--- src/logic/cell_convergence_sublayer_params.svh ---
// constants for the atm cell convergence sublayer
`ifndef CELL_CONVERGENCE_SUBLAYER_PARAMS_SVH
`define CELL_CONVERGENCE_SUBLAYER_PARAMS_SVH

// cell geometry
`define CELL_LEN      53
`define HDR_LEN       4
`define HEC_POS       4
`define LAST_POS      52
`define HEC_COSET     8'h55
`define IDLE_HDR      32'h00000001
`define IDLE_PAYLOAD  8'h6a

// delineation thresholds
`define DELIN_ALPHA   7
`define DELIN_DELTA   6

// line frame and timing
`define CLK_MHZ       40
`define FRAME_MS      6
`define NTR_PARTS     48
`define NTR_PERIOD_NS 125000
`define NTR_CYCLES    ((`NTR_PERIOD_NS * `CLK_MHZ) / 1000)
`define N_MIN         3
`define N_MAX         36

// reference clock divisors to 8 khz
`define DIV_8K        1
`define DIV_64K       8
`define DIV_1544K     193
`define DIV_2048K     256

`endif

--- src/logic/cell_convergence_sublayer_pkg.sv ---
// types shared by the atm cell convergence sublayer
package cell_convergence_sublayer_pkg;

    typedef enum logic [1:0] {
        ST_HUNT,
        ST_PRESYNC,
        ST_SYNC
    } delin_e;

    typedef struct packed {
        logic       valid;
        logic [7:0] data;
    } line_byte_s;

    typedef struct packed {
        logic       valid;
        logic       soc;
        logic [7:0] data;
    } atm_byte_s;

    typedef logic [1:0] ref_sel_t;

endpackage

--- src/logic/hec_calc.sv ---
// header check byte: crc-8 x^8+x^2+x+1 over four header bytes, coset added
`include "cell_convergence_sublayer_params.svh"
`timescale 1ns/1ps
`default_nettype none

module hec_calc (
    input  wire logic [31:0] i_hdr,
    output logic      [7:0]  o_hec
);
    logic [7:0] crc;

    always_comb
    begin
        crc = 8'h00;
        for (int k = 31; k >= 0; k--)
        begin
            if (crc[7] ^ i_hdr[k])
                crc = {crc[6:0], 1'b0} ^ 8'h07;
            else
                crc = {crc[6:0], 1'b0};
        end
        o_hec = crc ^ `HEC_COSET;
    end

endmodule

`default_nettype wire

--- src/logic/atm_cell_convergence.sv ---
// atm cell convergence sublayer over the clear byte channel of a dsl payload
//
// Notes on behaviour
// - cells go in and out of the payload as continuous whole bytes
// - bytes are sent and assembled most significant bit first
// - cells start at any payload byte and may span line frames
// - at the line end with timing needed, stuffing is turned off
// - network end recovers 8 khz as 48 ticks per 6 ms frame
// - frame lasts 6 ms whatever the line rate
// - frame holds 48 times (1 + i + 8n) bits
// - payload block is i single bits then n bytes, n from 3 to 36
// - n gives 64 kbit/s channels, i gives 8 kbit/s channels
// - atm layer sends a cell only after transmit cell available
// - received cell handed over only after receive cell available
// - flow control keeps cell buffers from overflow and underflow
// - idle cells inserted when no cell is ready, removed on receive
// - idle cells carry and are recognised by the idle header pattern
// - header check byte computed per cell and xored with 01010101
// - header check covers every header byte
// - any check mismatch is a multibit error, never corrected
// - timing reference lines pass 8 khz between framing and atm layer
// - network reference is 8 khz or a selected multiple of it
// - payload scrambled with self-synchronising x^43+1, descrambled likewise
// - received idle cells never reach the atm layer
`include "cell_convergence_sublayer_params.svh"
`timescale 1ns/1ps
`default_nettype none

module atm_cell_convergence #(
    parameter int NTR_CYCLES = `NTR_CYCLES
) (
    input  wire logic                   i_mclk,
    input  wire logic                   i_srst,
    input  wire cell_convergence_sublayer_pkg::atm_byte_s  i_tx,
    output logic                        o_tx_clav,
    input  wire logic                   i_rx_enb,
    output cell_convergence_sublayer_pkg::atm_byte_s       o_rx,
    output logic                        o_rx_clav,
    input  wire logic                   i_line_tx_req,
    output cell_convergence_sublayer_pkg::line_byte_s      o_line_tx,
    input  wire cell_convergence_sublayer_pkg::line_byte_s i_line_rx,
    output logic                        o_hec_err,
    output logic                        o_cell_sync,
    input  wire logic                   i_ltu_side,
    input  wire logic                   i_ntr_required,
    input  wire logic                   i_ref_clk,
    input  wire cell_convergence_sublayer_pkg::ref_sel_t   i_ref_sel,
    input  wire logic                   i_frame_sync,
    input  wire logic [5:0]             i_cfg_n,
    input  wire logic [2:0]             i_cfg_i,
    output logic                        o_stuffing_off,
    output logic                        o_transmit_timing_ref_line,
    output logic                        o_receive_timing_ref_line,
    output logic                        o_cfg_bad,
    output logic [13:0]                 o_frame_bits
);

    // ----------------------------------------------------------------
    // payload scrambler, one byte msb first
    // ----------------------------------------------------------------
    function automatic logic [50:0] scr8(input logic [42:0] st,
                                         input logic [7:0]  d,
                                         input logic        dsc);
        logic [42:0] s;
        logic [7:0]  o;
        s = st;
        o = 8'h00;
        for (int k = 7; k >= 0; k--)
        begin
            o[k] = d[k] ^ s[42];
            s    = {s[41:0], dsc ? d[k] : o[k]};
        end
        return {s, o};
    endfunction

    // ----------------------------------------------------------------
    // transmit path
    // ----------------------------------------------------------------
    logic [7:0]             tx_mem [0:`LAST_POS];
    logic                   tx_full_r, tx_full_nxt;
    logic                   tx_clav_r, tx_clav_nxt;
    logic [5:0]             tx_wptr_r, tx_wptr_nxt;
    logic [5:0]             tx_rptr_r, tx_rptr_nxt;
    logic                   tx_user_r, tx_user_nxt;
    logic [31:0]            tx_hdr_r, tx_hdr_nxt;
    logic [42:0]            tx_scr_r, tx_scr_nxt;
    cell_convergence_sublayer_pkg::line_byte_s tx_out_r, tx_out_nxt;
    logic                   tx_wr;
    logic [5:0]             tx_widx;
    logic                   tx_use;
    logic [7:0]             tx_pay;
    logic [7:0]             tx_hec;
    logic [31:0]            idle_hdr;

    assign idle_hdr = `IDLE_HDR;

    // check byte over all four header bytes
    hec_calc u_tx_hec (
        .i_hdr (tx_hdr_r),
        .o_hec (tx_hec)
    );

    always_comb
    begin
        tx_full_nxt = tx_full_r;
        tx_wptr_nxt = tx_wptr_r;
        tx_rptr_nxt = tx_rptr_r;
        tx_user_nxt = tx_user_r;
        tx_hdr_nxt  = tx_hdr_r;
        tx_scr_nxt  = tx_scr_r;
        tx_out_nxt  = '{valid: 1'b0, data: tx_out_r.data};
        tx_wr       = 1'b0;
        tx_widx     = tx_wptr_r;
        tx_use      = tx_user_r;
        tx_pay      = `IDLE_PAYLOAD;
        // cell taken only while space was offered
        if (i_tx.valid && !tx_full_r)
        begin
            if (i_tx.soc)
            begin
                tx_wr       = 1'b1;
                tx_widx     = 6'h00;
                tx_wptr_nxt = 6'h01;
            end
            else if (tx_wptr_r != 6'h00)
            begin
                tx_wr = 1'b1;
                if (tx_wptr_r == 6'(`LAST_POS))
                begin
                    tx_full_nxt = 1'b1;
                    tx_wptr_nxt = 6'h00;
                end
                else
                    tx_wptr_nxt = tx_wptr_r + 6'h01;
            end
        end
        // one byte per slot request, cells back to back
        if (i_line_tx_req)
        begin
            // no full cell at a boundary means an idle cell
            if (tx_rptr_r == 6'h00)
                tx_use = tx_full_r;
            tx_user_nxt = tx_use;
            tx_out_nxt.valid = 1'b1;
            if (tx_rptr_r < 6'(`HDR_LEN))
            begin
                tx_out_nxt.data = tx_use ? tx_mem[tx_rptr_r]
                                         : idle_hdr[31 - 8*tx_rptr_r[1:0] -: 8];
                tx_hdr_nxt = {tx_hdr_r[23:0], tx_out_nxt.data};
            end
            else if (tx_rptr_r == 6'(`HEC_POS))
                // computed check byte replaces the slot
                tx_out_nxt.data = tx_hec;
            else
            begin
                if (tx_use)
                    tx_pay = tx_mem[tx_rptr_r];
                {tx_scr_nxt, tx_out_nxt.data} = scr8(tx_scr_r, tx_pay, 1'b0);
            end
            // no frame alignment, the pointer runs free of frames
            if (tx_rptr_r == 6'(`LAST_POS))
            begin
                tx_rptr_nxt = 6'h00;
                if (tx_use)
                    tx_full_nxt = 1'b0;
            end
            else
                tx_rptr_nxt = tx_rptr_r + 6'h01;
        end
        tx_clav_nxt = !tx_full_nxt;
    end

    always_ff @(posedge i_mclk)
    begin
        if (tx_wr)
            tx_mem[tx_widx] <= i_tx.data;
        if (i_srst)
        begin
            tx_full_r <= 1'b0;
            tx_clav_r <= 1'b1;
            tx_wptr_r <= 6'h00;
            tx_rptr_r <= 6'h00;
            tx_user_r <= 1'b0;
            tx_hdr_r  <= 32'h00000000;
            tx_scr_r  <= 43'h0;
            tx_out_r  <= '0;
        end
        else
        begin
            tx_full_r <= tx_full_nxt;
            tx_clav_r <= tx_clav_nxt;
            tx_wptr_r <= tx_wptr_nxt;
            tx_rptr_r <= tx_rptr_nxt;
            tx_user_r <= tx_user_nxt;
            tx_hdr_r  <= tx_hdr_nxt;
            tx_scr_r  <= tx_scr_nxt;
            tx_out_r  <= tx_out_nxt;
        end
    end

    // space offered only when a whole cell fits
    assign o_tx_clav = tx_clav_r;
    assign o_line_tx = tx_out_r;

    // ----------------------------------------------------------------
    // receive path and delineation
    // ----------------------------------------------------------------
    logic [7:0]            rx_mem [0:`LAST_POS];
    cell_convergence_sublayer_pkg::delin_e    rx_st_r, rx_st_nxt;
    logic [5:0]            rx_pos_r, rx_pos_nxt;
    logic [2:0]            rx_cnt_r, rx_cnt_nxt;
    logic [31:0]           rx_sh_r, rx_sh_nxt;
    logic [42:0]           rx_dsc_r, rx_dsc_nxt;
    logic                  rx_wok_r, rx_wok_nxt;
    logic                  rx_keep_r, rx_keep_nxt;
    logic                  rx_full_r, rx_full_nxt;
    logic [5:0]            rx_rptr_r, rx_rptr_nxt;
    logic                  rx_err_r, rx_err_nxt;
    cell_convergence_sublayer_pkg::atm_byte_s rx_out_r, rx_out_nxt;
    logic                  rx_wr;
    logic [7:0]            rx_wdat;
    logic [7:0]            rx_hec;
    logic                  rx_hec_ok;

    hec_calc u_rx_hec (
        .i_hdr (rx_sh_r),
        .o_hec (rx_hec)
    );

    // exact match only; no single bit correction is tried
    assign rx_hec_ok = (rx_hec == i_line_rx.data);

    always_comb
    begin
        rx_st_nxt   = rx_st_r;
        rx_pos_nxt  = rx_pos_r;
        rx_cnt_nxt  = rx_cnt_r;
        rx_sh_nxt   = rx_sh_r;
        rx_dsc_nxt  = rx_dsc_r;
        rx_wok_nxt  = rx_wok_r;
        rx_keep_nxt = rx_keep_r;
        rx_full_nxt = rx_full_r;
        rx_rptr_nxt = rx_rptr_r;
        rx_err_nxt  = 1'b0;
        rx_out_nxt  = '{valid: 1'b0, soc: 1'b0, data: rx_out_r.data};
        rx_wr       = 1'b0;
        rx_wdat     = i_line_rx.data;
        // burst starts only after cell available was shown
        if (rx_full_r && (i_rx_enb || rx_rptr_r != 6'h00))
        begin
            rx_out_nxt = '{valid: 1'b1, soc: rx_rptr_r == 6'h00,
                           data: rx_mem[rx_rptr_r]};
            if (rx_rptr_r == 6'(`LAST_POS))
            begin
                rx_rptr_nxt = 6'h00;
                rx_full_nxt = 1'b0;
            end
            else
                rx_rptr_nxt = rx_rptr_r + 6'h01;
        end
        // bytes arrive already assembled msb first
        if (i_line_rx.valid)
        begin
            rx_sh_nxt = {rx_sh_r[23:0], i_line_rx.data};
            case (rx_st_r)
                cell_convergence_sublayer_pkg::ST_HUNT:
                begin
                    if (rx_hec_ok)
                    begin
                        rx_st_nxt   = cell_convergence_sublayer_pkg::ST_PRESYNC;
                        rx_cnt_nxt  = 3'h0;
                        rx_pos_nxt  = 6'(`HEC_POS + 1);
                        rx_wok_nxt  = 1'b0;
                        rx_keep_nxt = 1'b0;
                    end
                end
                default:
                begin
                    if (rx_pos_r == 6'h00)
                        rx_wok_nxt = !rx_full_r;
                    rx_wr = rx_wok_nxt;
                    if (rx_pos_r > 6'(`HEC_POS))
                        {rx_dsc_nxt, rx_wdat} = scr8(rx_dsc_r, i_line_rx.data, 1'b1);
                    if (rx_pos_r == 6'(`HEC_POS))
                    begin
                        if (rx_hec_ok)
                        begin
                            rx_keep_nxt = rx_wok_nxt && rx_sh_r != `IDLE_HDR
                                          && rx_st_r == cell_convergence_sublayer_pkg::ST_SYNC;
                            rx_cnt_nxt = rx_cnt_r + 3'h1;
                            if (rx_st_r == cell_convergence_sublayer_pkg::ST_SYNC)
                                rx_cnt_nxt = 3'h0;
                            else if (rx_cnt_r == 3'(`DELIN_DELTA - 1))
                            begin
                                rx_st_nxt  = cell_convergence_sublayer_pkg::ST_SYNC;
                                rx_cnt_nxt = 3'h0;
                            end
                        end
                        else
                        begin
                            rx_err_nxt  = 1'b1;
                            rx_keep_nxt = 1'b0;
                            rx_cnt_nxt  = rx_cnt_r + 3'h1;
                            if (rx_st_r == cell_convergence_sublayer_pkg::ST_PRESYNC
                                || rx_cnt_r == 3'(`DELIN_ALPHA - 1))
                            begin
                                rx_st_nxt  = cell_convergence_sublayer_pkg::ST_HUNT;
                                rx_cnt_nxt = 3'h0;
                            end
                        end
                    end
                    if (rx_pos_r == 6'(`LAST_POS))
                    begin
                        rx_pos_nxt = 6'h00;
                        // set after the clear, a whole kept cell
                        if (rx_keep_r)
                            rx_full_nxt = 1'b1;
                    end
                    else
                        rx_pos_nxt = rx_pos_r + 6'h01;
                end
            endcase
        end
    end

    always_ff @(posedge i_mclk)
    begin
        if (rx_wr)
            rx_mem[rx_pos_r] <= rx_wdat;
        if (i_srst)
        begin
            rx_st_r   <= cell_convergence_sublayer_pkg::ST_HUNT;
            rx_pos_r  <= 6'h00;
            rx_cnt_r  <= 3'h0;
            rx_sh_r   <= 32'h00000000;
            rx_dsc_r  <= 43'h0;
            rx_wok_r  <= 1'b0;
            rx_keep_r <= 1'b0;
            rx_full_r <= 1'b0;
            rx_rptr_r <= 6'h00;
            rx_err_r  <= 1'b0;
            rx_out_r  <= '0;
            o_cell_sync <= 1'b0;
        end
        else
        begin
            rx_st_r   <= rx_st_nxt;
            rx_pos_r  <= rx_pos_nxt;
            rx_cnt_r  <= rx_cnt_nxt;
            rx_sh_r   <= rx_sh_nxt;
            rx_dsc_r  <= rx_dsc_nxt;
            rx_wok_r  <= rx_wok_nxt;
            rx_keep_r <= rx_keep_nxt;
            rx_full_r <= rx_full_nxt;
            rx_rptr_r <= rx_rptr_nxt;
            rx_err_r  <= rx_err_nxt;
            rx_out_r  <= rx_out_nxt;
            o_cell_sync <= rx_st_nxt == cell_convergence_sublayer_pkg::ST_SYNC;
        end
    end

    assign o_rx_clav = rx_full_r;
    assign o_rx      = rx_out_r;
    assign o_hec_err = rx_err_r;

    // ----------------------------------------------------------------
    // timing reference and frame geometry
    // ----------------------------------------------------------------
    logic        ref_d_r, ref_d_nxt;
    logic [8:0]  ref_cnt_r, ref_cnt_nxt;
    logic [12:0] ntr_cnt_r, ntr_cnt_nxt;
    logic [5:0]  ntr_part_r, ntr_part_nxt;
    logic        tref_r, tref_nxt;
    logic        rref_r, rref_nxt;
    logic        stuff_r, stuff_nxt;
    logic        cfg_bad_r, cfg_bad_nxt;
    logic [13:0] fbits_r, fbits_nxt;
    logic [8:0]  ref_div;

    always_comb
    begin
        ref_d_nxt    = i_ref_clk;
        ref_cnt_nxt  = ref_cnt_r;
        ntr_cnt_nxt  = ntr_cnt_r + 13'h1;
        ntr_part_nxt = ntr_part_r;
        tref_nxt     = 1'b0;
        rref_nxt     = 1'b0;
        // selected reference divided down to 8 khz
        case (i_ref_sel)
            2'h0:    ref_div = 9'(`DIV_8K);
            2'h1:    ref_div = 9'(`DIV_64K);
            2'h2:    ref_div = 9'(`DIV_1544K);
            default: ref_div = 9'(`DIV_2048K);
        endcase
        if (i_ref_clk && !ref_d_r)
        begin
            if (ref_cnt_r >= ref_div - 9'h1)
            begin
                ref_cnt_nxt = 9'h000;
                // line end passes 8 khz toward the framing
                tref_nxt = i_ltu_side;
            end
            else
                ref_cnt_nxt = ref_cnt_r + 9'h1;
        end
        // 48 ticks of 125 us, restarted by each frame sync word
        if (i_frame_sync)
        begin
            ntr_cnt_nxt  = 13'h0;
            ntr_part_nxt = 6'h00;
            rref_nxt     = !i_ltu_side;
        end
        else if (ntr_cnt_r >= 13'(NTR_CYCLES - 1))
        begin
            ntr_cnt_nxt = 13'h0;
            // fixed frame, never more than 48 ticks per frame
            if (ntr_part_r < 6'(`NTR_PARTS - 1))
            begin
                ntr_part_nxt = ntr_part_r + 6'h01;
                // network end passes 8 khz toward the atm layer
                rref_nxt     = !i_ltu_side;
            end
        end
        // stuffing off when the frame must lock to the reference
        stuff_nxt = i_ltu_side && i_ntr_required;
        // n byte slots must be 3 to 36
        // n and i count 64 and 8 kbit/s channels
        cfg_bad_nxt = i_cfg_n < 6'(`N_MIN) || i_cfg_n > 6'(`N_MAX);
        fbits_nxt = 14'(`NTR_PARTS * (1 + int'(i_cfg_i) + 8 * int'(i_cfg_n)));
    end

    always_ff @(posedge i_mclk)
    begin
        if (i_srst)
        begin
            ref_d_r    <= 1'b0;
            ref_cnt_r  <= 9'h000;
            ntr_cnt_r  <= 13'h0;
            ntr_part_r <= 6'h00;
            tref_r     <= 1'b0;
            rref_r     <= 1'b0;
            stuff_r    <= 1'b0;
            cfg_bad_r  <= 1'b0;
            fbits_r    <= 14'h0;
        end
        else
        begin
            ref_d_r    <= ref_d_nxt;
            ref_cnt_r  <= ref_cnt_nxt;
            ntr_cnt_r  <= ntr_cnt_nxt;
            ntr_part_r <= ntr_part_nxt;
            tref_r     <= tref_nxt;
            rref_r     <= rref_nxt;
            stuff_r    <= stuff_nxt;
            cfg_bad_r  <= cfg_bad_nxt;
            fbits_r    <= fbits_nxt;
        end
    end

    assign o_transmit_timing_ref_line = tref_r;
    assign o_receive_timing_ref_line  = rref_r;
    assign o_stuffing_off             = stuff_r;
    assign o_cfg_bad                  = cfg_bad_r;
    assign o_frame_bits               = fbits_r;
endmodule

`default_nettype wire

--- config.mk ---
export PLATFORM = sky130hd
export DESIGN_NAME = atm_cell_convergence
export DESIGN_NICKNAME = d
export VERILOG_FILES = /design/src/logic/cell_convergence_sublayer_pkg.sv /design/src/logic/hec_calc.sv /design/src/logic/atm_cell_convergence.sv
export VERILOG_INCLUDE_DIRS = /design/src /design/src/logic
export SDC_FILE = /design/constraint.sdc
export NUM_CORES = 1
export LEC_CHECK = 0
export BUFFER_PORTS_ARGS = -buffer_cell sky130_fd_sc_hd__buf_2
export CAP_MARGIN = 20
export CORE_ASPECT_RATIO = 1.2
export CORE_UTILIZATION = 50
export DETAILED_ROUTE_END_ITERATION = 12
export PLACE_DENSITY_LB_ADDON = 0.12
export SLEW_MARGIN = 20
export SYNTH_ARGS = -nofsm -noshare
export SYNTH_HDL_FRONTEND = slang
export SYNTH_HIERARCHICAL = 1
export SYNTH_SLANG_ARGS = --single-unit
export TNS_END_PERCENT = 5
--- constraint.sdc ---
create_clock -name i_mclk -period 4.3 [get_ports i_mclk]
set_input_delay 0.645 -clock i_mclk [delete_from_list [all_inputs] [get_ports i_mclk]]
set_output_delay 0.645 -clock i_mclk [all_outputs]
set_load 0.02 [all_outputs]
Yosys cells after proc, flatten, opt, wreduce, memory -nomap -nowiden
Memories as Yosys holds them, arrays and structs flattened. A register that Yosys moved wholly into a read port is not among the register bits.
Index checks and enable logic that the tools add are counted.
{"block": "word_totals", "inputBits": 38, "output_inout_bits": 41, "mem_count": 2, "register_bits": 253, "ram_bits": 848}
{"block": "classes", "n_reduce_logical": 35, "bitwise_logic": 150, "n_lt_le_gt_ge": 7, "muxes": 143, "add_sub_neg": 12, "n_mul": 1, "n_eq_ne": 16, "shifts": 1}
{"memory": "rx_mem", "words": 53, "word_bits": 8, "rd": 1, "rd_ports_with_merged_regs": 1, "write_ports": 1, "line_no": "atm_cell_convergence.sv:208", "source": "logic [7:0] rx_mem [0:`LAST_POS];"}
{"memory": "tx_mem", "words": 53, "word_bits": 8, "rd": 1, "rd_ports_with_merged_regs": 1, "write_ports": 1, "line_no": "atm_cell_convergence.sv:79", "source": "logic [7:0] tx_mem [0:`LAST_POS];"}
{"op": "$mux 3", "count": 71}
{"op": "$not 3->3", "count": 62}
{"op": "$mux 6", "count": 14}
{"op": "$mux 8", "count": 10}
{"op": "$xor 1x1->1", "count": 68}
{"op": "$shiftx 39x33->8 const A", "count": 1}
{"op": "$mux 1", "count": 36}
{"op": "$ne 32x1->1 const B", "count": 1}
{"op": "$add 6x1->6 const B", "count": 5}
{"op": "$pmux 9 s3", "count": 1}
{"op": "$eq 6x6->1 const B", "count": 4}
{"op": "$logic_not 6->1", "count": 3}
{"op": "$mux 9", "count": 2}
{"op": "$mux 2", "count": 8}
{"op": "$add 13x1->13 const B", "count": 1}
{"op": "$ge 13x13->1 const B", "count": 1}
{"op": "$eq 6x3->1 const B", "count": 2}
{"op": "$reduce_bool 6->1", "count": 2}
{"op": "$add 4x9->10", "count": 1}
{"op": "$mul 2x10->10 const A", "count": 1}
{"op": "$mux 10", "count": 1}
{"op": "$xor 1x1->1 const A", "count": 10}
{"op": "$add 9x1->9 const B", "count": 1}
{"op": "$ge 9x9->1", "count": 1}
{"op": "26 further kinds", "count": 58}

Logic depth before layout (Yosys ltp)
Gate-level depths: netlist of run 1.
{"block": "logic_depth", "depth_word": 70, "depth_mapped": 15}

Hierarchy
The synthesis of run 1 kept the hierarchy.
{"mod": "atm_cell_convergence", "area_per_inst_um2": 43670.6, "n_inst": 1, "cells_per_inst": 2706, "seq_area_each_um2": 30689.4}
{"mod": "hec_calc", "area_per_inst_um2": 895.9, "n_inst": 2, "cells_per_inst": 66, "seq_area_each_um2": 0.0}

Least setup slack after synthesis of run 1
OpenSTA, ideal clock, no wires.
{"block": "synth_path", "path_kind": "register to register", "from": "register rx_pos_r[0]", "to": "memory rx_mem[0][0] (data pin)", "period_less_slack_ns": 3.745, "path_slack_ns": 0.555, "t_required_ns": 3.793, "setup_time_ns": 0.507, "path_stages_with_launch": 10, "t_arrival_ns": 3.238, "path_cell_list": "dfxtp_1 > clkbuf_1 > inv_1 > ha_1 > nor2b_1 > nor2_1 > nor2_1 > clkbuf_1 > nand2_1 > xnor2_1"}
{"block": "synth_via", "elab_chain_cells": 4}
{"item": "start: declaration", "line_no": "atm_cell_convergence.sv:210", "source": "logic [5:0] rx_pos_r, rx_pos_nxt;"}
{"item": "start signal: assignment", "line_no": "atm_cell_convergence.sv:348", "source": "rx_pos_r <= rx_pos_nxt;"}
{"item": "$gt 6x3->1", "line_no": "atm_cell_convergence.sv:282", "source": "if (rx_pos_r > 6'(`HEC_POS))"}
{"item": "$mux 8", "line_no": "atm_cell_convergence.sv:282"}
{"item": "$mux 8", "line_no": "atm_cell_convergence.sv:265", "source": "case (rx_st_r)"}
{"item": "$mux 8", "line_no": "atm_cell_convergence.sv:262", "source": "if (i_line_rx.valid)"}
{"item": "net rx_wdat[0]", "line_no": "atm_cell_convergence.sv:221", "source": "logic [7:0] rx_wdat;"}
{"item": "end: declaration", "line_no": "atm_cell_convergence.sv:208"}
The timed path passes the listed nets, and every way through them passes these cells.

Final worst setup path of run 1
{"block": "layout_path", "from": "register rx_sh_r[25]", "to": "register rx_keep_r"}
{"block": "layout_via", "word_cells_on_any_way": 68, "classes_between": "eq/ne: 3; mux: 25; bitwise: 37; reduce/logical: 3"}
{"item": "start: declaration", "line_no": "atm_cell_convergence.sv:212", "source": "logic [31:0] rx_sh_r, rx_sh_nxt;"}
{"item": "start signal: assignment", "line_no": "atm_cell_convergence.sv:350", "source": "rx_sh_r <= rx_sh_nxt;"}
{"item": "$xor 1x1->1 *", "line_no": "hec_calc.sv:17", "source": "if (crc[7] ^ i_hdr[k])"}
{"item": "$mux 3 *", "line_no": "hec_calc.sv:17"}
{"item": "$not 3->3 (no source line)"}
{"item": "$mux 3", "line_no": "hec_calc.sv:17"}
{"item": "$not 3->3 (no source line)"}
{"item": "$mux 3", "line_no": "hec_calc.sv:17"}
{"item": "$xor 1x1->1", "line_no": "hec_calc.sv:17"}
{"item": "$mux 3", "line_no": "hec_calc.sv:17"}
{"item": "[... 11 more ...]"}
{"item": "$mux 3", "line_no": "hec_calc.sv:17"}
{"item": "$not 3->3 (no source line)"}
{"item": "$mux 3 *", "line_no": "hec_calc.sv:17"}
{"item": "net rx_hec[1]", "line_no": "atm_cell_convergence.sv:222", "source": "logic [7:0] rx_hec;"}
{"item": "$eq 8x8->1 *", "line_no": "atm_cell_convergence.sv:231", "source": "assign rx_hec_ok = (rx_hec == i_line_rx.data);"}
{"item": "$mux 1", "line_no": "atm_cell_convergence.sv:286", "source": "if (rx_hec_ok)"}
{"item": "$mux 1", "line_no": "atm_cell_convergence.sv:284", "source": "if (rx_pos_r == 6'(`HEC_POS))"}
{"item": "$mux 1", "line_no": "atm_cell_convergence.sv:265"}
{"item": "end signal: assignment", "line_no": "atm_cell_convergence.sv:353", "source": "rx_keep_r <= rx_keep_nxt;"}
{"item": "end: declaration", "line_no": "atm_cell_convergence.sv:215", "source": "logic rx_keep_r, rx_keep_nxt;"}
Mark *: on every way through the listed nets, which the timed path passes. The rest lies on a longest branch. The select of a mux whose other input is x is not followed.
A chain may end at the register's enable or synchronous reset.

==> results.txt, run 1 <==
The flow ran to the end, and the final reports show no timing, DRC or antenna violations. The slack of the worst reg-to-reg path is 0.36 ns. The post-synthesis cell type count came out at 70.

The first-pass iteration count of the detailed router came out at 6. The number of max-slew violations in the final report is 0. Clock latency on the worst-skew pair, taken at its later pin, is 0.70 ns. The worst setup path is launched from a flop. The via density per instance is 5.74. The data arrival at the endpoint of the critical path came out at 4.56 ns. The xor and xnor area share after synthesis is around 5.2%. The die span in x came out at 277 um. The number of standard-cell rows in the floorplan came out at 120. The share of async-settable or async-resettable flops after synthesis came out at 0%.

Setup repair after global routing left no endpoint under its margin. The synthesized netlist cell count came out at 2838. The synthesized-area fraction occupied by adder cells came out at less than 1%. The flop and latch count out of synthesis is 1109. Traced cell by cell, the critical path runs through xnor3_1 -> xnor2_2 -> xnor3_1 -> xnor3_2 -> xor3_1 -> xnor2_1 -> nand4_1 -> nor2_2 -> buf_4 -> o31a_1 -> o21ai_0 -> nor4_1 -> a21oi_1 -> nor2_1. The final worst hold slack came out at ~0.15 ns. After legalization and detailed placement, the total HPWL measured between 60000 and 70000 um.

The final critical-path required period came out at 3.94 ns. The post-synthesis area per instance is between 15 and 20 um^2. The final-report setup violation count is 0.

The share of total power in the clock network is 43.3%. Summed over all instances, the cell type with the most area after synthesis is edfxtp_1. The full die area is slightly above 90000 um^2. The largest net degree at the start of global routing is 97. The initial antenna violation count came out at 1. The via count of the first global-routing pass came to 24600. The tree is rooted in a clkbuf_16. The TritonCTS buffer count came out at 108. Together, buffers and inverters on the worst path number 1. The overall routing resource usage came out at a little over a fifth. The critical path's most frequent cell is xnor3_1. The slew at the pin closest to its max-slew limit is 1.10 ns. The top-level I/O count came out at 79. The proportion of synthesized area in mux cells is ~14%.

The combinational power share came out at 5.2%. The number of buffers inserted by port buffering came out at 74. After synthesis, the cell types taking the most area are edfxtp_1 (56%), mux4_2 (12%), dfxtp_1 (11%). The total number of vias came out at 24100. The register area share after synthesis came out at 67.5%.

The share of total power dissipated in sequential elements is 51.5%. Timing would allow up to 254 MHz. The area growth from synthesis to layout is 12.4%. The max-cap violation count came out at 0.

The first global-routing pass estimated about 150000 um of wire. The longest clock path from root to sink contains 3 buffers. The cell area after technology mapping came out at 45500 um^2. The worst setup path is captured at a flop. The level count of the clock H-tree is 3. The min-delay analysis places its worst path in the category input port to flop. The switching part of the total power is approximately a fifth. Yosys printed 6 warnings.

The layout has 6929 filler cells. In the routed design, unresolved DRC markers number 0. The most common cell in the synthesized netlist is edfxtp_1. Counting instances in the post-synthesis netlist gives the leading cell types as edfxtp_1 (848), nand2_1 (288), dfxtp_1 (261). For this design, the slowest cell found on the critical path is xnor3_1. The cell-internal power came out at ~18000 uW. For this design the ratio of total power to cell area is 442 nW/um^2. The number of hold violations in the final report is 0.

After synthesis, the largest family of logic cells by area is multiplexers. The worst-case IR drop observed on VDD is 0.441 mV. On the worst path, the slowest cell contributes a delay of between 0.4 and 0.5 ns.

The total negative setup slack came out at 0 ns. The area fraction in and, or, nand and nor cells after synthesis is roughly 7.0%. Of the cells placed in the final design, the portion with a size suffix greater than 1 is 20.5%.

After global routing the overflow that remains totals 0. The share of the cycle needed by the critical path after routing is 91.5%. TritonCTS built the clock tree. The normalized max-slew margin came out at about a quarter. The area share of the largest cell type after synthesis came out at a little under three fifths. The leakage power is 0.0168 uW. The initial utilization of the core area, before any placement, comes to 50.7%. The core area is 89600 um^2. The kind of cell with the highest combined delay along the critical path is XOR/XNOR gates.

The maximum fanout encountered on the critical timing path came out at 11. The synthesized design contains roughly 850 enable-type register cells. The critical path class is flop to flop. The repair_antennas step left the layout with diodes totalling 0. The global placer's final weighted congestion is 0.877. The analysis attributes to net switching a power of around 4800 uW. The per-cell routed wire length is approximately 23 um. The clock transition time at the flip-flop clock pins of the worst setup and hold paths is 0.06 ns. In this run, post-CTS hold repair placed 0 buffers. Power comes to 22600 uW.

The final setup skew came out at 0.0218 ns. The number of DRC violations after detailed-routing iteration 0 is 1904. The data required time at the worst endpoint is 4.92 ns. The count of nets left with antenna violations once routing finished came out at 0. The total wirelength of the detailed-routed design came out at 97800 um. The number of sinks on the clock net is 1109.

The most used flip-flop cell after synthesis is edfxtp_1. The die is 332 um tall. The number of nets in the final layout is 3024. Summing the areas of all compound-gate instances in the mapped netlist gives about 3.2% of the synthesized area.
## cells in the final DEF, fill, tap and decap left out, types with 32 or more instances in the layout
master / synthesis / layout
xor2_1: 64 / 64
nand2_1: 288 / 288
ha_1: 32 / 32
edfxtp_1: 848 / 848
nor2_1: 259 / 257
a21oi_1: 141 / 141
xnor2_1: 89 / 81
buf_2: 17 / 72
clkbuf_16: 0 / 112
mux2i_1: 60 / 60
mux4_2: 234 / 234
dfxtp_1: 261 / 254
buf_4: 13 / 72
nand3_1: 35 / 35
## final cells by class
type,count,area [um^2],area share (%)
Sequential cell,1109,30700,60.1
Clock inverter,67,747,1.46
Timing Repair Buffer,151,1030,2.01
Inverter,30,113,0.220
Multi-Input combinational cell,1553,14100,27.5
Clock buffer,137,2970,5.81
Tap cell,1159,1450,2.84
## state kept, by name (all words and copies together), names as in the netlist, 6 cells and up, named ones only
name,cells
rx_mem,424
tx_mem,424
rx_dsc_r,43
tx_scr_r,43
rx_sh_r,32
tx_hdr_r,32
ntr_cnt_r,13
o_frame_bits,10
o_rx,10
o_line_tx,9
ref_cnt_r,9
ntr_part_r,6
rx_pos_r,6
rx_rptr_r,6
tx_rptr_r,6
tx_wptr_r,6
## worst paths after layout
path / start / endpoint / depth (start not counted)
hold / removal: i_ltu_side / o_receive_timing_ref_line / 2
hold reg to reg: tx_scr_r[28] / tx_scr_r[36] / 2
setup / recovery: rx_sh_r[25] / rx_keep_r / 14
setup reg to reg: rx_sh_r[25] / rx_keep_r / 14
## timing repair
item / in CTS / in global routing
setup endpoints to repair: 0 / 2
buffers inserted: 0 / 0
resized for setup: 0 / 3
## per-layer routing
| layer | wire (um) | part of all wire, % | global-route usage [%] |
|---|---|---|---|
| met5 | 13 | 0.013 | 0 |
| met4 | 2780 | 2.8 | 7.29 |
| met3 | 4420 | 4.5 | 3.03 |
| met2 | 50800 | 52 | 37.6 |
| met1 | 39700 | 41 | 27.3 |
## stage by stage
| step | setup WS (ns) | util [%] | instance area [um^2] | cells |
|---|---|---|---|---|
| 6_report | 0.364 | 57.0 | 51100 | 4206 |
| 5_1_grt | 0.0487 | 57.0 | 51100 | 4206 |
| 4_1_cts | 0.196 | 57.0 | 51100 | 4205 |
| 3_5_place_dp | 0.225 | 52.8 | 47300 | 4001 |
| 3_3_place_gp | 0.189 | 52.8 | 47300 | 4001 |
| 2_1_floorplan | 0.555 | - | 45500 | 2841 |
## cell families after synthesis
family | count (synthesis)
AOI/OAI and AO/OA | 248
xor gates and xnor gates | 199
adders and majority gates | 33
buffers and inverters | 179
DFF | 1109
muxes | 332
other | 2
and+or+nand+nor | 736
## power by group through the flow
stage          clock [uW]  combinational [uW]  sequential [uW]
4_1_cts              9960                1180            11600
3_5_place_dp            0                1180            11900
2_1_floorplan           0                 822            11800
6_report             9770                1170            11600
5_1_grt             10400                1270            11600
3_3_place_gp            0                1150            11900
(Power assumes the default switching activity.)
==> inputs of run 2 (changes only) <==
--- a/config.mk
+++ b/config.mk
@@ -6,6 +6,7 @@
 export SDC_FILE = /design/constraint.sdc
 export NUM_CORES = 1
 export LEC_CHECK = 0
+export ABC_AREA = 1
 export BUFFER_PORTS_ARGS = -buffer_cell sky130_fd_sc_hd__buf_2
 export CAP_MARGIN = 20
 export CORE_ASPECT_RATIO = 1.2
==> run 2 against run 1 <==
Sequential share of layout area is 3.1 points lower. Clock power hardly changed. Flip-flop and latch count stayed put. Cell area is 5.4% higher. Synthesized cell count is 72% higher. Area after synthesis is 6.4% higher. Non-clock buffer count is 11 lower. Sequential power hardly changed. Count of clock-buffer cells in the layout is 12 higher. Wire length is 26% higher. Hold slack hardly changed. Core utilization is 0.65 points lower.
==> results.txt, run 2 <==
The placed cell area is roughly 50000 um^2. In this run the static leakage power is slightly above 0.02 uW. The data required time at the worst endpoint came out at 4.61 ns. The via density per instance is 5.51. Entering global routing, the biggest net connects 150 pins. In the final layout, flip-flops and latches occupy 30700 um^2.

For the final routed database, the setup TNS stands at 0 ns. The cell count of the worst hold path came out at 2. The synthesized design spends more area on one cell type than any other, namely edfxtp_1. The total of fill cells in the finished design came out at 8310. At the end of the flow the core is filled with cells to 56.3%. The synthesized-area fraction occupied by adder cells came out at 0.869%. The synthesized netlist cell count came out at around 5000. The total number of vias is 34400.

The finished layout cell area is 53800 um^2. In this run the critical register-to-register path is launched from rx_pos_r[0]. The CTS tree is built.

STA classifies the critical path endpoint as a flop. The clock network burns 40.4% of the power. The top cell types in the final layout, fill and taps aside, are nand2_1 (902), edfxtp_1 (848), nor2_1 (705), nand3_1 (444), o21ai_0 (439). about 80 I/O pins were placed. The post-layout instance count excluding filler cells came out at 6238. The cell depth of the worst flop-to-flop path is 9. The area growth from synthesis to layout came out at 11.3%. The final critical-path required period is 3.69 ns. The switching part of the total power came out at 25.2%. The register share of total power came out at 47.0%. The longest clock path from root to sink contains 3 buffers. Between clock sinks in the finished design, the worst skew comes to 0.0259 ns. After synthesis, the most frequently instantiated cells are nand2_1 (902), edfxtp_1 (848), nor2_1 (706). The slew at the pin closest to its max-slew limit came out at 1.02 ns. The remaining number of nets flagged by the antenna check after routing came out at 0.

Summing the areas of all and, or, nand and nor instances in the mapped netlist gives 20.0% of the synthesized area. Setup violations remaining at the end of the flow were counted as 0. In the synthesized netlist the dominant register cell turns out to be edfxtp_1. The combinational power share came out at 12.6%. The number of setup buffers added after CTS came out at 0. The post-synthesis cell type count came out at 55. In this run the standard cell core region covers about 96000 um^2. Setup repair after global routing left no endpoint under its margin. The first-pass GRT wire length came out at 191000 um. Leaving out fill and tap cells, the most frequent cell in the layout is nand2_1.

The number of hold violations in the final report came out at 0. The origin of the worst setup path is rx_pos_r[0]. Counting flops with an async set or reset pin after synthesis yields a share of 0%.

The synthesized-area fraction occupied by ao, oa, aoi and oai cells came out at 9.17%. The post-cts gate resize count is 0. Sorting the synthesized cells by area gives the leading types as edfxtp_1 (53%), dfxtp_1 (11%), nand2_1 (7.0%). During synthesis, Yosys emitted a total of 6 warnings. The y dimension of the die came out at 343 um. The proportion of synthesized area in mux cells is 0%. In the final layout, the registers with the most flip-flops are rx_mem: 424 flops, tx_mem: 424 flops. The area used by multi-input combinational logic came out at roughly 15000 um^2. The net switching power of the design is about 6300 uW. In this run the most critical hold path is launched from i_ltu_side. The endpoint identified for the worst register-to-register timing path is rx_mem[17][1]. The TritonCTS buffer count is 110. The worst ir drop on vdd came out at 0.369 mV.

The clock transition time at the flip-flop clock pins of the worst setup and hold paths came out at 0.06 ns. The per-cell routed wire length is just under 20 um. The cell area that synthesis handed to floorplanning was around 48000 um^2. The worst hold endpoint is o_receive_timing_ref_line. The most common cell in the synthesized netlist is nand2_1. The full die area came out at 98000 um^2. For this configuration, the core starts out at a cell density of 50.6%. The post-synthesis area per instance is 9.93 um^2. The total wirelength of the detailed-routed design came out at ~120000 um. The tree built by TritonCTS fans out to roughly 1100 sinks. The run finished with clean final reports. The clock latency on the worst-skew pair came out at approximately 0.69 ns. The slack of the worst reg-to-reg path came out at 0.61 ns. The power per unit of standard cell area is 463 nW/um^2. The number of enable flip-flop cells after synthesis came out at 848. The overall overflow remaining after global route is 0. After clock tree synthesis, the flow added hold-fix buffers numbering 0. The number of antenna cells inserted is 0. The residual DRC count is 0.

Derived from the worst setup path, the maximum achievable clock frequency is 271 MHz. The data arrival at the endpoint of the critical path is 4.00 ns. The pre-antenna-repair detailed-routing pass consisted of 5 iterations. The number of placed instances, taps included, is 6032. The post-DP HPWL is 76600 um. The flop and latch count out of synthesis came out at 1109.

The final worst setup slack came out at 0.606 ns. After Yosys synthesis, XOR and XNOR cells account for 1.51% of the synthesized area. After floorplanning, the core was divided into approximately 120 placement rows.

The net count of the finished layout is 4955. The share of the cycle needed by the critical path after routing is 85.9%. The number of DRC violations after detailed-routing iteration 0 came out at 2962.

The global placer's final weighted congestion is between 0.8 and 0.9. The die span in x came out at 286 um. The clock tree root driver cell is clkbuf_16.

The register area share after synthesis is 63.4%. In this run the worst hold path is classified as input port to flop. The number of max-slew violations in the final report came out at 0.

The element type at the critical path start is a flop. The worst setup path is of the flop to flop kind. The area share of the largest cell type after synthesis came out at 52.6%. The number of buffers inserted by port buffering came out at between 70 and 80. The tool flagged a number of max-cap violations equal to 0. By area, the combinational part of the netlist is dominated by simple AND/OR/NAND/NOR gates. The via count of the first global-routing pass came out at approximately 33000. The share of layout cells above drive strength 1 came out at 10.1%. The cell-internal power came out at 18600 uW. OpenSTA, run right after detailed placement, puts the worst setup slack at 0.422 ns.

The maximum fanout encountered on the critical timing path came out at 11. The overall routing resource usage is between 20% and 30%. Measured against its own limit, the worst slew margin works out to 31.8%. The level count of the clock H-tree is 3. The initial antenna violation count is 0.
run 2: cell types whose count changed after synthesis, sizes merged, moves of 47 or more:
| cell | previous run | this run |
|---|---|---|
| mux4 | 247 | 0 |
| nand3 | 35 | 464 |
| nor2 | 259 | 708 |
| inv | 29 | 355 |
| o221ai | 0 | 47 |
| nand2 | 288 | 989 |
| mux2i | 60 | 0 |
| o21ai | 30 | 459 |
| buf | 58 | 105 |
| xnor2 | 95 | 17 |
| clkbuf | 91 | 138 |
| o22ai | 4 | 61 |
run 2: critical path, cell delays in order (launching register included):
cell,delay [ns]
dfxtp_1,0.48
inv_1,0.16
ha_1,0.22
inv_1,0.09
nor2_1,0.08
nand2_1,0.05
o21ai_0,0.12
nor2_1,0.72
nand4_1,0.54
nor2_1,0.85
run 2: power by group through the flow:
stage	registers (uW)	clock network, uW	logic [uW]
4_1_cts	11700	10200	3160
2_1_floorplan	11900	0	2370
3_5_place_dp	11900	0	3140
6_report	11700	10100	3150
5_1_grt	11700	10600	3530
3_3_place_gp	11900	0	3130
run 2: logic make-up (layout without fill, tap and decap cells):
kind of cell | Yosys count | count (layout)
compound gates | 800 | 800
flops | 1109 | 1109
buf+inv | 600 | 703
simple gates | 2262 | 2262
fa+ha+maj | 33 | 33
other cells | 2 | 5
xor+xnor | 66 | 66
run 2: cell type report:
type	instances	share of cell area, %
clock buffers	149	5.65
clock inverters	57	1.37
inverters	357	2.51
multi-input cells	3166	28.7
flip-flops and latches	1109	57.0
well taps	1260	2.93
repair buffers	140	1.82
run 2: per-stage QoR:
step / hold WS [ns] / power (uW)
final: 0.152 / 24900
after global routing: 0.141 / 25800
after floorplan: 0.418 / 14300
after detailed placement: 0.441 / 15100
after global placement: 0.429 / 15100
after CTS: 0.108 / 25100
run 2: worst max-delay path by stage:
| stage | slack [ns] | to | depth (start not counted) |
|---|---|---|---|
| after detailed placement | 0.42 | rx_mem[17][4] | 7 |
| after CTS | 0.58 | rx_mem[17][0] | 9 |
| after global placement | 0.57 | rx_mem[17][4] | 7 |
| final | 0.61 | rx_mem[17][1] | 9 |
| after floorplan | 0.74 | rx_mem[0][3] | 8 |
| after global routing | 0.25 | rx_mem[17][0] | 9 |
run 2: metal layers:
layer / routed length (um) / part of all wire (%) / GRT usage, %
met1: 50200 / 41 / 31.8
met2: 61800 / 50 / 44.0
met3: 6290 / 5.1 / 2.76
met4: 4780 / 3.9 / 10.1
met5: 0 / 0 / 0
==> inputs of run 3 (changes only) <==
--- a/config.mk
+++ b/config.mk
@@ -10,7 +10,7 @@
 export BUFFER_PORTS_ARGS = -buffer_cell sky130_fd_sc_hd__buf_2
 export CAP_MARGIN = 20
 export CORE_ASPECT_RATIO = 1.2
-export CORE_UTILIZATION = 50
+export CORE_UTILIZATION = 63
 export DETAILED_ROUTE_END_ITERATION = 12
 export PLACE_DENSITY_LB_ADDON = 0.12
 export SLEW_MARGIN = 20
==> run 3 against run 2 <==
Critical path depth unchanged. Maximum frequency up 1.9%. Largest cell class unchanged. Die area decreased by 21%. Clock skew up 0.0024 ns. Via count rose by 1.8%. Register-to-register slack better by 0.07 ns. Sequential power hardly changed. Highest routed layer unchanged. Core utilization increased by 14 points. Count of clock-buffer cells in the layout decreased by 16. Global-route usage rose by 5.6 points.
==> results.txt, run 3 (synthesis results as in run 2) <==
The run finished with clean final reports. In this run, CTS created clock tree buffers numbering 105. Setup repair after global routing left no endpoint under its margin. The number of buffers on the longest clock path is 3. The clock tree root driver cell is clkbuf_16.

Data on the critical path arrives at its endpoint at 3.91 ns. The core area is 75600 um^2. The routed length on met2 is ~60000 um.

The number of max-slew violations in the final report is 0. The reg-to-reg critical path endpoint is rx_mem[22][3]. For this block, the initial DRC count from the detailed router was approximately 3500.

Leaving out fill and tap cells, the most frequent cells in the layout are nand2_1 (902), edfxtp_1 (848), nor2_1 (705), nand3_1 (444), o21ai_0 (439). Row generation in the floorplan step produced 110 rows. The via density per instance came out at 5.85. The die span in x is 255 um. The number of buffers inserted by port buffering came out at 74. By startpoint and endpoint, the worst setup path is classified as flop to flop. The final setup skew is 0.0283 ns. The critical path starts at rx_pos_r[0]. The final layout contains routed wiring with a total length of 118000 um. Once the clock tree was built, the resizer swapped 0 gates to a different size. The number of hold violations in the final report is 0. In this run the count of I/O pins placed on the die edge is 79.

The total negative setup slack came out at 0 ns. The area growth from synthesis to layout came out at 10.1%. The worst setup path is captured at a flop. At the end of the flow the core is filled with cells to between 70% and 80%.

The slack of the worst reg-to-reg path is around 0.68 ns. The clock transition time at the flip-flop clock pins of the worst setup and hold paths is about 0.06 ns. The highest attainable clock frequency is 276 MHz. The data required time at the worst endpoint came out at 4.58 ns.

The class of the most critical hold timing path is input port to flop. The first-pass iteration count of the detailed router came out at 5. The global placer's final weighted congestion is slightly above 0.9. The residual DRC count is 0.

Leaving out fill and tap cells, the most frequent cell in the layout is nand2_1. The starting density of the core came out at approximately 64%. The remaining number of nets flagged by the antenna check after routing came out at 0. The largest net degree at the start of global routing came out at 219. The y dimension of the die came out at roughly 310 um. The clock tree synthesis step divided the H-tree into 3 levels. In the final routing, the length of wire on met1 measures 45200 um. The clock reaches the later pin of the worst-skew pair after 0.68 ns. The cts-stage hold buffer count is 0. In the final design database the tool counted 4949 nets. The via count of the first global-routing pass came out at approximately 34000. The number of setup buffers added after CTS came out at 0. The max-cap violation count came out at 0. The worst pin sits at a relative slew slack of 22.3%. The worst ir drop on vdd came out at roughly 0.50 mV. In this run the power density over the cells is 457 nW/um^2. The leakage power is 0.0201 uW. The final critical-path required period came out at 3.62 ns. After filler insertion, the fill cell instance count of the layout stands at approximately 5500. Across every metal layer, demand over resource in global routing totals 30.7%. The timing endpoint of the critical path is rx_mem[22][3]. TritonCTS built the clock tree.

The share of the cycle needed by the critical path after routing came out at 84.3%. The die covers 77900 um^2. The met3 wirelength from detailed routing is 8410 um. In this run the worst path has a maximum fanout of 11.

The worst setup path is launched from a flop. The cell depth of the worst flop-to-flop path came out at 9. The final-report setup violation count is 0. The overall overflow remaining after global route is 0. The first-pass GRT wire length came out at 184000 um. Signal routing reaches up to met4.

The slew at the pin closest to its max-slew limit came out at 1.17 ns. The per-cell routed wire length is 19.7 um. The initial antenna violation count was 1. The post-DP HPWL is 73700 um. Cells with a size suffix above 1 make up 10.1% of the layout. In the final layout, the registers with the most flip-flops are rx_mem: 424 flops, tx_mem: 424 flops. The total number of vias came out at approximately 35000. The worst register-to-register path begins at rx_pos_r[0]. The clock drives roughly 1100 sinks.
==> run 3: cell types whose count changed in the layout (fill, tap and decap cells not counted), moves of 2 or more <==
cell	change
bufinv_16	-4
clkbuf_16	-4
clkbuf_1	-8
inv_6	+2
buf_12	-3
clkinvlp_4	+4
clkbuf_8	-2
clkinv_4	+2
clkinv_2	+4
clkbuf_4	-2
==> run 3: worst max-delay path, stage by stage (launching register included) <==
cell and delay (ns):
dfxtp_1 0.50, inv_1 0.18, ha_1 0.23, inv_1 0.10, nor2_1 0.07, nand2_1 0.05, o21ai_0 0.12, nor2_1 0.71
nand4_1 0.50, nor2_1 0.78
==> run 3: layout make-up <==
| class | count | area [um^2] | area share, % |
|---|---|---|---|
| Sequential cell | 1109 | 30700 | 57.6 |
| Inverter | 357 | 1350 | 2.54 |
| Timing Repair Buffer | 139 | 953 | 1.79 |
| Antenna cell | 1 | 2.50 | 0.00470 |
| Tap cell | 1008 | 1260 | 2.37 |
| Clock buffer | 133 | 2870 | 5.38 |
| Multi-Input combinational cell | 3166 | 15400 | 29.0 |
| Clock inverter | 63 | 679 | 1.28 |
==> run 3: per-stage QoR <==
step                hold WS (ns)  instance area (um^2)  cells  setup slack [ns]  total power [uW]
CTS                        0.140                 53200   5974             0.751             24400
global route               0.169                 53300   5976             0.271             25200
floorplan                  0.418                 48400   4875             0.743             14300
global placement           0.430                 49700   5778             0.771             15000
detailed placement         0.438                 49700   5778             0.696             15100
finish                     0.170                 53300   5976             0.676             24400
==> run 3: worst min-delay path by stage <==
| stage | to | depth (start not counted) | startpoint | slack [ns] |
|---|---|---|---|---|
| floorplan | ntr_cnt_r[0] | 1 | ntr_cnt_r[0] | 0.42 |
| global placement | ntr_cnt_r[0] | 1 | ntr_cnt_r[0] | 0.43 |
| detailed placement | ntr_cnt_r[0] | 1 | ntr_cnt_r[0] | 0.44 |
| CTS | o_receive_timing_ref_line | 2 | i_ltu_side | 0.14 |
| global route | o_frame_bits[4] | 2 | i_cfg_i[0] | 0.17 |
| finish | o_receive_timing_ref_line | 2 | i_ltu_side | 0.17 |
==> run 3: power breakdown <==
group / internal (uW) / total (uW) / switching (uW)
Combinational: 1050 / 3160 / 2110
Clock: 5510 / 9490 / 3990
Sequential: 11600 / 11700 / 89.9
Total: 18200 / 24400 / 6190
==> run 3: metal layers <==
layer  vias to the layer above  global-route usage (%)
li1                      16700                       -
met1                     16500                    38.4
met2                      1484                    52.3
met3                       303                    3.77
met4                         0                    15.6
met5                         -                       0
